### config.mk
export PLATFORM = sky130hd
export DESIGN_NAME = irc_regs
export DESIGN_NICKNAME = d
export VERILOG_FILES = /design/src/rtl/irc_pkg.sv /design/src/rtl/irc_sync3.sv /design/src/rtl/irc_irq_gate.sv /design/src/rtl/irc_regs.sv
export SDC_FILE = /design/constraint.sdc
export NUM_CORES = 1
export LEC_CHECK = 0
export ABC_AREA = 1
export BUFFER_PORTS_ARGS = -buffer_cell sky130_fd_sc_hd__buf_2
export CORE_ASPECT_RATIO = 0.8
export CORE_MARGIN = 3
export CORE_UTILIZATION = 47
export DETAILED_ROUTE_END_ITERATION = 7
export PLACE_DENSITY = 0.79
export SLEW_MARGIN = 20
export SYNTH_ARGS = -nofsm -noshare
export SYNTH_HDL_FRONTEND = slang
export SYNTH_SLANG_ARGS = --single-unit
### constraint.sdc
create_clock -name clk -period 1.6 [get_ports clk]
set_input_delay 0 -clock clk [delete_from_list [all_inputs] [get_ports clk]]
set_output_delay 0 -clock clk [all_outputs]
set_load 0.01 [all_outputs]
### src/rtl/irc_pkg.sv
/*
  Constants for the interrupt enable and reset cause register bank:
  byte offsets, field positions, write masks and reset values.
  Assumes a 32-bit Avalon-MM slave whose registers sit in the low byte.
*/
package irc_pkg;
  // ----------------------------------------------------------------
  // Register byte offsets
  // ----------------------------------------------------------------
  localparam logic [7:0] OFF_PWR = 8'h0c;
  localparam logic [7:0] OFF_PIE = 8'h8c;
  localparam logic [7:0] OFF_CTRL = 8'h10;
  localparam logic [7:0] OFF_STAT = 8'h14;
  localparam logic [7:0] OFF_CLR = 8'h18;
  localparam logic [7:0] OFF_EN = 8'h1c;
  localparam logic [7:0] OFF_PEND = 8'h20;
  // ----------------------------------------------------------------
  // Interrupt enable fields
  // ----------------------------------------------------------------
  localparam int PIE_EEPROM = 7;
  localparam int PIE_CMP = 6;
  localparam int PIE_RX = 5;
  localparam int PIE_TX = 4;
  localparam int PIE_CCP = 2;
  localparam int PIE_TMR2 = 1;
  localparam int PIE_TMR1 = 0;
  localparam logic [7:0] PIE_WMASK = 8'hf7;
  localparam logic [7:0] PIE_RST = 8'h00;
  // ----------------------------------------------------------------
  // Power control fields
  // ----------------------------------------------------------------
  localparam int PWR_OSC = 3;
  localparam int PWR_POR = 1;
  localparam int PWR_BRN = 0;
  localparam logic OSC_RST = 1'b1;
  localparam logic POR_RST = 1'b0;
  localparam logic BRN_RST = 1'b0;
  // ----------------------------------------------------------------
  // Control, event status fields
  // ----------------------------------------------------------------
  localparam int CTRL_GLOBAL = 0;
  localparam int CTRL_GROUP = 1;
  localparam logic [1:0] CTRL_RST = 2'h0;
  localparam int EVT_BROWNOUT = 0;
  localparam int EVT_OTHER_RST = 1;
  localparam int EVT_CORE_IRQ = 2;
  localparam int EVT_W = 3;
  localparam logic [2:0] EVT_RST = 3'h0;
  // ----------------------------------------------------------------
  // Types
  // ----------------------------------------------------------------
  typedef enum logic [1:0] {
    IRC_OSC_SLOW = 2'b00,
    IRC_OSC_FAST = 2'b01,
    IRC_OSC_RES = 2'b10
  } irc_osc_e;
  typedef enum logic {
    IRC_BUS_IDLE = 1'b0,
    IRC_BUS_ACK = 1'b1
  } irc_bus_e;
endpackage : irc_pkg

### src/rtl/irc_sync3.sv
/*
  Three-flop synchroniser for an asynchronous pin.
  Assumes the pin holds each level for several clocks.
*/
`timescale 1ns/1ps
module irc_sync3 (
  // Clock and reset
  input wire logic clk,
  input wire logic nrst,
  // Pin and clean level
  input wire logic pin,
  output logic level
);
  logic s1_reg;
  logic s2_reg;
  logic s3_reg;
  logic level_reg;

  // ----------------------------------------------------------------
  // Chain
  // ----------------------------------------------------------------
  // Only agreed samples move the level, rejecting a late settle
  always_ff @(posedge clk or negedge nrst) begin
    if (!nrst) begin
      s1_reg <= 1'b0;
      s2_reg <= 1'b0;
      s3_reg <= 1'b0;
      level_reg <= 1'b0;
    end else begin
      s1_reg <= pin;
      s2_reg <= s1_reg;
      s3_reg <= s2_reg;
      if (s2_reg == s3_reg) begin
        level_reg <= s3_reg;
      end
    end
  end

  assign level = level_reg;
endmodule : irc_sync3

### src/rtl/irc_irq_gate.sv
/*
  Per-source interrupt masking with group and global gates.
  Assumes requests come from logic on the same clock.
*/
`timescale 1ns/1ps
module irc_irq_gate #(
  parameter int N = 8
) (
  // Clock and reset
  input wire logic clk,
  input wire logic nrst,
  // Requests and enables
  input wire logic [N-1:0] req,
  input wire logic [N-1:0] enable,
  input wire logic group_en,
  input wire logic global_en,
  // Results
  output logic [N-1:0] pending,
  output logic core_irq
);
  logic [N-1:0] pending_reg;
  logic core_irq_reg;

  // ----------------------------------------------------------------
  // Gating
  // ----------------------------------------------------------------
  // Pending flags are masked by enable only; group and global gates act on the forwarded request alone
  always_ff @(posedge clk or negedge nrst) begin
    if (!nrst) begin
      pending_reg <= '0;
      core_irq_reg <= 1'b0;
    end else begin
      pending_reg <= req & enable;
      core_irq_reg <= (|(req & enable)) & group_en & global_en;
    end
  end

  assign pending = pending_reg;
  assign core_irq = core_irq_reg;
endmodule : irc_irq_gate

### src/rtl/irc_regs.sv
/*
  Interrupt enable and reset cause register bank, Avalon-MM slave.
  Assumes a master that holds each request until waitrequest is low,
  same-clock peripheral requests and asynchronous reset-cause pins.
*/
// Local design decision: the Avalon-MM interface to the registers.
`timescale 1ns/1ps
module irc_regs (
  // Clock and reset
  input wire logic clk,
  input wire logic nrst,
  // Avalon-MM slave
  input wire logic [7:0] avs_address,
  input wire logic avs_read,
  input wire logic avs_write,
  input wire logic [3:0] avs_byteenable,
  input wire logic [31:0] avs_writedata,
  output logic [31:0] avs_readdata,
  output logic avs_waitrequest,
  // Peripheral requests
  input wire logic [7:0] periph_irq_req,
  output logic core_irq,
  // Reset causes
  input wire logic brownout_reset_pin,
  input wire logic other_reset_pin,
  input wire logic brownout_detect_enable_cfg,
  // Oscillator
  input wire logic external_resistor_osc_mode,
  output logic osc_speed_select,
  output logic [1:0] osc_rate_sel,
  // Interrupt
  output logic irq
);
  // ----------------------------------------------------------------
  // Declarations
  // ----------------------------------------------------------------
  irc_pkg::irc_bus_e bus_state_reg;
  logic wait_reg;
  logic [31:0] readdata_reg;
  logic [31:0] rd_next;
  logic wr_fire;
  logic be_lo;
  logic [7:0] wbyte;
  logic [7:0] pie_reg;
  logic osc_reg;
  logic por_reg;
  logic brn_flag_reg;
  logic [1:0] ctrl_reg;
  logic [2:0] stat_reg;
  logic [2:0] en_reg;
  logic [2:0] evt;
  logic irq_reg;
  logic [1:0] rate_reg;
  logic [7:0] pending;
  logic core_irq_w;
  logic core_irq_d;
  logic bo_lvl;
  logic bo_lvl_d;
  logic ot_lvl;
  logic ot_lvl_d;
  logic bo_evt;
  logic ot_evt;

  // ----------------------------------------------------------------
  // Helpers
  // ----------------------------------------------------------------
  function automatic logic [7:0] wr_merge(input logic [7:0] old, input logic [7:0] data,
                                          input logic [7:0] mask);
    wr_merge = (old & ~mask) | (data & mask);
  endfunction : wr_merge

  function automatic logic hit(input logic [7:0] addr, input logic [7:0] off);
    hit = (addr == off);
  endfunction : hit

  // ----------------------------------------------------------------
  // Bus handshake
  // ----------------------------------------------------------------
  // One wait state gives a clean registered read path
  always_ff @(posedge clk or negedge nrst) begin
    if (!nrst) begin
      bus_state_reg <= irc_pkg::IRC_BUS_IDLE;
      wait_reg <= 1'b1;
    end else begin
      unique case (bus_state_reg)
        irc_pkg::IRC_BUS_IDLE: begin
          if (avs_read || avs_write) begin
            bus_state_reg <= irc_pkg::IRC_BUS_ACK;
            wait_reg <= 1'b0;
          end
        end
        irc_pkg::IRC_BUS_ACK: begin
          bus_state_reg <= irc_pkg::IRC_BUS_IDLE;
          wait_reg <= 1'b1;
        end
      endcase
    end
  end

  assign wr_fire = (bus_state_reg == irc_pkg::IRC_BUS_ACK) && avs_write;
  assign be_lo = avs_byteenable[0];
  assign wbyte = avs_writedata[7:0];

  // ----------------------------------------------------------------
  // Read mux
  // ----------------------------------------------------------------
  // Unmapped and write-only offsets read as zero
  always_comb begin
    rd_next = 32'h0000_0000;
    if (hit(avs_address, irc_pkg::OFF_PIE)) begin
      rd_next[7:0] = pie_reg & irc_pkg::PIE_WMASK;
    end else if (hit(avs_address, irc_pkg::OFF_PWR)) begin
      rd_next[irc_pkg::PWR_OSC] = osc_reg;
      rd_next[irc_pkg::PWR_POR] = por_reg;
      rd_next[irc_pkg::PWR_BRN] = brn_flag_reg;
    end else if (hit(avs_address, irc_pkg::OFF_CTRL)) begin
      rd_next[1:0] = ctrl_reg;
    end else if (hit(avs_address, irc_pkg::OFF_STAT)) begin
      rd_next[2:0] = stat_reg;
    end else if (hit(avs_address, irc_pkg::OFF_EN)) begin
      rd_next[2:0] = en_reg;
    end else if (hit(avs_address, irc_pkg::OFF_PEND)) begin
      rd_next[7:0] = pending;
    end
  end

  always_ff @(posedge clk or negedge nrst) begin
    if (!nrst) begin
      readdata_reg <= 32'h0000_0000;
    end else if (bus_state_reg == irc_pkg::IRC_BUS_IDLE && avs_read) begin
      readdata_reg <= rd_next;
    end
  end

  // ----------------------------------------------------------------
  // Interrupt enable register
  // ----------------------------------------------------------------
  always_ff @(posedge clk or negedge nrst) begin
    if (!nrst) begin
      pie_reg <= irc_pkg::PIE_RST;
    end else if (wr_fire && be_lo && hit(avs_address, irc_pkg::OFF_PIE)) begin
      pie_reg <= wr_merge(8'h00, wbyte, irc_pkg::PIE_WMASK);
    end
  end

  // ----------------------------------------------------------------
  // Group and global enables
  // ----------------------------------------------------------------
  always_ff @(posedge clk or negedge nrst) begin
    if (!nrst) begin
      ctrl_reg <= irc_pkg::CTRL_RST;
    end else if (wr_fire && be_lo && hit(avs_address, irc_pkg::OFF_CTRL)) begin
      ctrl_reg <= wbyte[1:0];
    end
  end

  irc_irq_gate #(
    .N(8)
  ) u_gate (
    .clk(clk),
    .nrst(nrst),
    .req(periph_irq_req),
    .enable(pie_reg),
    .group_en(ctrl_reg[irc_pkg::CTRL_GROUP]),
    .global_en(ctrl_reg[irc_pkg::CTRL_GLOBAL]),
    .pending(pending),
    .core_irq(core_irq_w)
  );

  // ----------------------------------------------------------------
  // Reset cause pins
  // ----------------------------------------------------------------
  irc_sync3 u_sync_bo (
    .clk(clk),
    .nrst(nrst),
    .pin(brownout_reset_pin),
    .level(bo_lvl)
  );

  irc_sync3 u_sync_ot (
    .clk(clk),
    .nrst(nrst),
    .pin(other_reset_pin),
    .level(ot_lvl)
  );

  always_ff @(posedge clk or negedge nrst) begin
    if (!nrst) begin
      bo_lvl_d <= 1'b0;
      ot_lvl_d <= 1'b0;
      core_irq_d <= 1'b0;
    end else begin
      bo_lvl_d <= bo_lvl;
      ot_lvl_d <= ot_lvl;
      core_irq_d <= core_irq_w;
    end
  end

  assign bo_evt = bo_lvl && !bo_lvl_d;
  assign ot_evt = ot_lvl && !ot_lvl_d;

  // ----------------------------------------------------------------
  // Power control and reset cause
  // ----------------------------------------------------------------
  // Power-on is nrst itself, so the power-on flag is simply its reset
  always_ff @(posedge clk or negedge nrst) begin
    if (!nrst) begin
      por_reg <= irc_pkg::POR_RST;
    end else if (wr_fire && be_lo && hit(avs_address, irc_pkg::OFF_PWR)) begin
      por_reg <= wbyte[irc_pkg::PWR_POR];
    end
  end

  // Reset cause wins over a software write in the same cycle
  always_ff @(posedge clk or negedge nrst) begin
    if (!nrst) begin
      brn_flag_reg <= irc_pkg::BRN_RST;
    end else if (bo_evt && brownout_detect_enable_cfg) begin
      brn_flag_reg <= 1'b0;
    end else if (wr_fire && be_lo && hit(avs_address, irc_pkg::OFF_PWR)) begin
      brn_flag_reg <= wbyte[irc_pkg::PWR_BRN];
    end
  end

  always_ff @(posedge clk or negedge nrst) begin
    if (!nrst) begin
      osc_reg <= irc_pkg::OSC_RST;
    end else if (wr_fire && be_lo && hit(avs_address, irc_pkg::OFF_PWR)) begin
      osc_reg <= wbyte[irc_pkg::PWR_OSC];
    end
  end

  // ----------------------------------------------------------------
  // Oscillator rate select
  // ----------------------------------------------------------------
  always_ff @(posedge clk or negedge nrst) begin
    if (!nrst) begin
      rate_reg <= irc_pkg::IRC_OSC_FAST;
    end else if (!osc_reg) begin
      rate_reg <= irc_pkg::IRC_OSC_SLOW;
    end else if (external_resistor_osc_mode) begin
      rate_reg <= irc_pkg::IRC_OSC_RES;
    end else begin
      rate_reg <= irc_pkg::IRC_OSC_FAST;
    end
  end

  // ----------------------------------------------------------------
  // Event status, enable, interrupt
  // ----------------------------------------------------------------
  assign evt = {core_irq_w && !core_irq_d, ot_evt, bo_evt && brownout_detect_enable_cfg};

  // A set in the clearing cycle survives
  always_ff @(posedge clk or negedge nrst) begin
    if (!nrst) begin
      stat_reg <= irc_pkg::EVT_RST;
    end else if (wr_fire && be_lo && hit(avs_address, irc_pkg::OFF_CLR)) begin
      stat_reg <= (stat_reg & ~wbyte[2:0]) | evt;
    end else begin
      stat_reg <= stat_reg | evt;
    end
  end

  always_ff @(posedge clk or negedge nrst) begin
    if (!nrst) begin
      en_reg <= irc_pkg::EVT_RST;
    end else if (wr_fire && be_lo && hit(avs_address, irc_pkg::OFF_EN)) begin
      en_reg <= wbyte[2:0];
    end
  end

  always_ff @(posedge clk or negedge nrst) begin
    if (!nrst) begin
      irq_reg <= 1'b0;
    end else begin
      irq_reg <= |(stat_reg & en_reg);
    end
  end

  // ----------------------------------------------------------------
  // Outputs
  // ----------------------------------------------------------------
  assign avs_readdata = readdata_reg;
  assign avs_waitrequest = wait_reg;
  assign core_irq = core_irq_w;
  assign osc_speed_select = osc_reg;
  assign osc_rate_sel = rate_reg;
  assign irq = irq_reg;
endmodule : irc_regs

==> metrics.yaml <==
power_and_ir_drop:
  irDropWorstVdd_mv: 0.411
  swShare_pct: 24.0
  power_frac_seq_pct: 53.7
  power_density_nw_per_um2: 883
  comb_power_share_pct: 11.7
  p_clk_share_pct: 34.6
  p_switching_mw: 0.603
  p_leak_nw: 1.51
  p_int_mw: 1.91
sta:
  relSlewSlack_pct: 61.2
  tns_ps: 0
  fin_crit_sh_pct: 84.0
  rsz0062_at_grt: "no"
  layout_min_cycle_time_ps: 1340
  skew_ps: 6.90
  drv_slew: 0
  setup_viol: 0
  hold_viol: 0
  worst-slew-pin-transition_ps: 582
  fmax_mhz: 744
clock_tree:
  clock_latency_ps: 300
  cts-root-buf: "clkbuf_8"
  cts_buffers: 5
  cts_tree: "built"
  cts.sinks: 50
  clk_pin_slew_worst_paths_ps: 90
  h-tree-depth: 2
  cts_repair_resize_count: 0
  clk_path_buf_depth: 2
floorplan:
  rows: 22
  die_y_um: 68.9
  die_w_um: 84.6
  core_sq_um: 4680
  die-area_sq_um: 5820
  pin_count: 98
  start_util_pct: 49.6
worst_setup_path:
  crit_family: "buffers and inverters"
  start_kind: "flip-flop"
  cp_slowest_cell: "dfrtp_1"
  worstSetupPathType: "flip-flop to flip-flop"
  endpoint_kind: "flip-flop"
  crit_buf_inv: 2
  cp.required_ps: 1800
  critPathMaxFanout: 10
  crit_arrival_ps: 1540
  path_cells: "nand3_1 > inv_1 > nand3_4 > buf_4 > nor2_2 > a21oi_2"
  cpPeakStageDelay_ps: 380
logic_synthesis:
  yosysSeqAreaShare_pct: 54.1
  synth_cell_types: 32
  ys_warn_count: 0
  synth_compound_area_share_pct: 7.71
  synth_seq_cells: 50
  synth_top_family_by_area: "simple AND/OR/NAND/NOR gates"
  yosys.area_share.simple_pct: 22.0
  synth_fa_ha_area_share_pct: 0.863
  synthMuxAreaShare_pct: 1.29
  synth_xor_area_share_pct: 0
  avgSynthCellArea_sq_um: 9.36
  synth_area_sq_um: 2320
  syn-instance-count: 248
drt:
  drc: 0
  drt_iter0_drc: 136
  detail-route-antenna-nets: 0
  post_drt_via_cell_ratio: 4.65
  avgRoutedWirePerCell_um: 11.7
  dr.pass1.iters: 5
  vias: 1766
  wl_um: 4460
finish:
  fillCellCount: 418
  antenna_cells: 0
  drive_above_1_share_pct: 24.4
  area_delta_synth_final_pct: 22.6
  final_cell_mix: "52 x nand2_1, 47 x dfrtp_1, 45 x buf_2"
  final_common_cell: "nand2_1"
  largest_reg_flops: 8
  utilization_pct: 60.8
  fin_nets: 379
global_routing:
  grt_antenna_before_repair: 0
  grt_pass1_vias: 1587
  grt.total_usage_pct: 16.4
  grt_max_degree: 27
  gr-total-overflow: 0
  grt_pass1_wl_um: 7270
place:
  gp_congestion: 0.863
  io_buffers: 45
  dp_hpwl_um: 3330
run_status:
  outcome: "finished clean"
min_path:
  hold_class: "primary input to flip-flop"
run:
  cap_violations: 0
## through the flow
step                      total power [mW]  setup WS (ps)  cell area [sq um]  hold slack, ps  std cells
after floorplan                       1.55            361               2410            -296        271
after global placement                1.63            320               2540            27.7        352
after detailed placement              1.63            289               2540            34.1        352
after CTS                             2.54            269               2850            16.0        380
after global routing                  2.64            151               2850            22.4        380
final                                 2.51            256               2850            16.8        380
## area by class of cell
cell class,instances,area (sq um),area share [%]
flip-flops and latches,50,1250,44.1
repair buffers,68,460,16.2
clock inverters,2,37.5,1.32
clock buffers,6,72.6,2.55
multi-input cells,163,830,29.1
inverters,31,116,4.09
well taps,60,75.1,2.64
## kinds of logic after synthesis
family | after synthesis
AO/OA/AOI/OAI | 30
flip-flops | 50
AND/OR/NAND/NOR | 105
other | 1
adder cells (fa/ha/maj) | 2
multiplexers | 2
buffers and inverters | 58
## cell usage after synthesis, drive strengths merged
cell type   n  area share [%]
buf        26             8.7
and3        1            0.27
a31oi       2            0.54
nand3      17             4.7
maj3        2            0.86
inv        31             5.0
nor3        3            0.86
nor2       25             5.8
clkbuf      1            0.16
mux2        2             1.3
a21oi       7             1.8
o31ai       1            0.32
dfrtp      47              51
conb        1            0.16
o2111ai     1            0.38
dfstp       3             3.4
nand4       4             1.1
nand2      54             8.9
o21ai      18             4.4
o22ai       1            0.27
nor4        1            0.27
## power groups by stage
stage	registers, mW	logic, mW	clock network (mW)
finish	1.35	0.294	0.870
global route	1.36	0.331	0.950
CTS	1.35	0.297	0.895
detailed placement	1.38	0.259	0
global placement	1.37	0.253	0
floorplan	1.39	0.165	0
## timing repair
| item | 4_1_cts | 5_1_grt |
|---|---|---|
| hold buffers | 20 | 0 |
| hold endpoints to repair | 45 | 0 |
| setup buffers | 0 | 0 |
## tightest hold or removal path, cell delays in order
cell	delay [ps]
buf_2	100
nor2_2	50
nand3_4	80
o31ai_1	60
## per-layer routing
layer	part of all wire (%)	wire (um)	global-route usage, %	vias to the layer above
li1	-	-	-	883
met1	45	2010	22.2	810
met5	0	0	0	-
met2	45	2030	25.0	63
met4	1.8	82	8.50	0
met3	7.6	339	3.80	10
## worst paths after layout
check / slack [ps] / endpoint / from / depth (start not counted)
max in group asynchronous: 770 / avs_waitrequest / nrst / 3
worst min-delay path: 20 / avs_readdata[3] / avs_address[6] / 4
min in group asynchronous: 230 / ctrl_reg[1] / nrst / 2
worst max-delay path: 260 / pie_reg[7] / bus_state_reg / 6
worst max register to register: 260 / pie_reg[7] / bus_state_reg / 6
worst min register to register: 350 / u_sync_ot.s2_reg / u_sync_ot.s1_reg / 0
No activity file was read; power rests on OpenSTA's default activity.
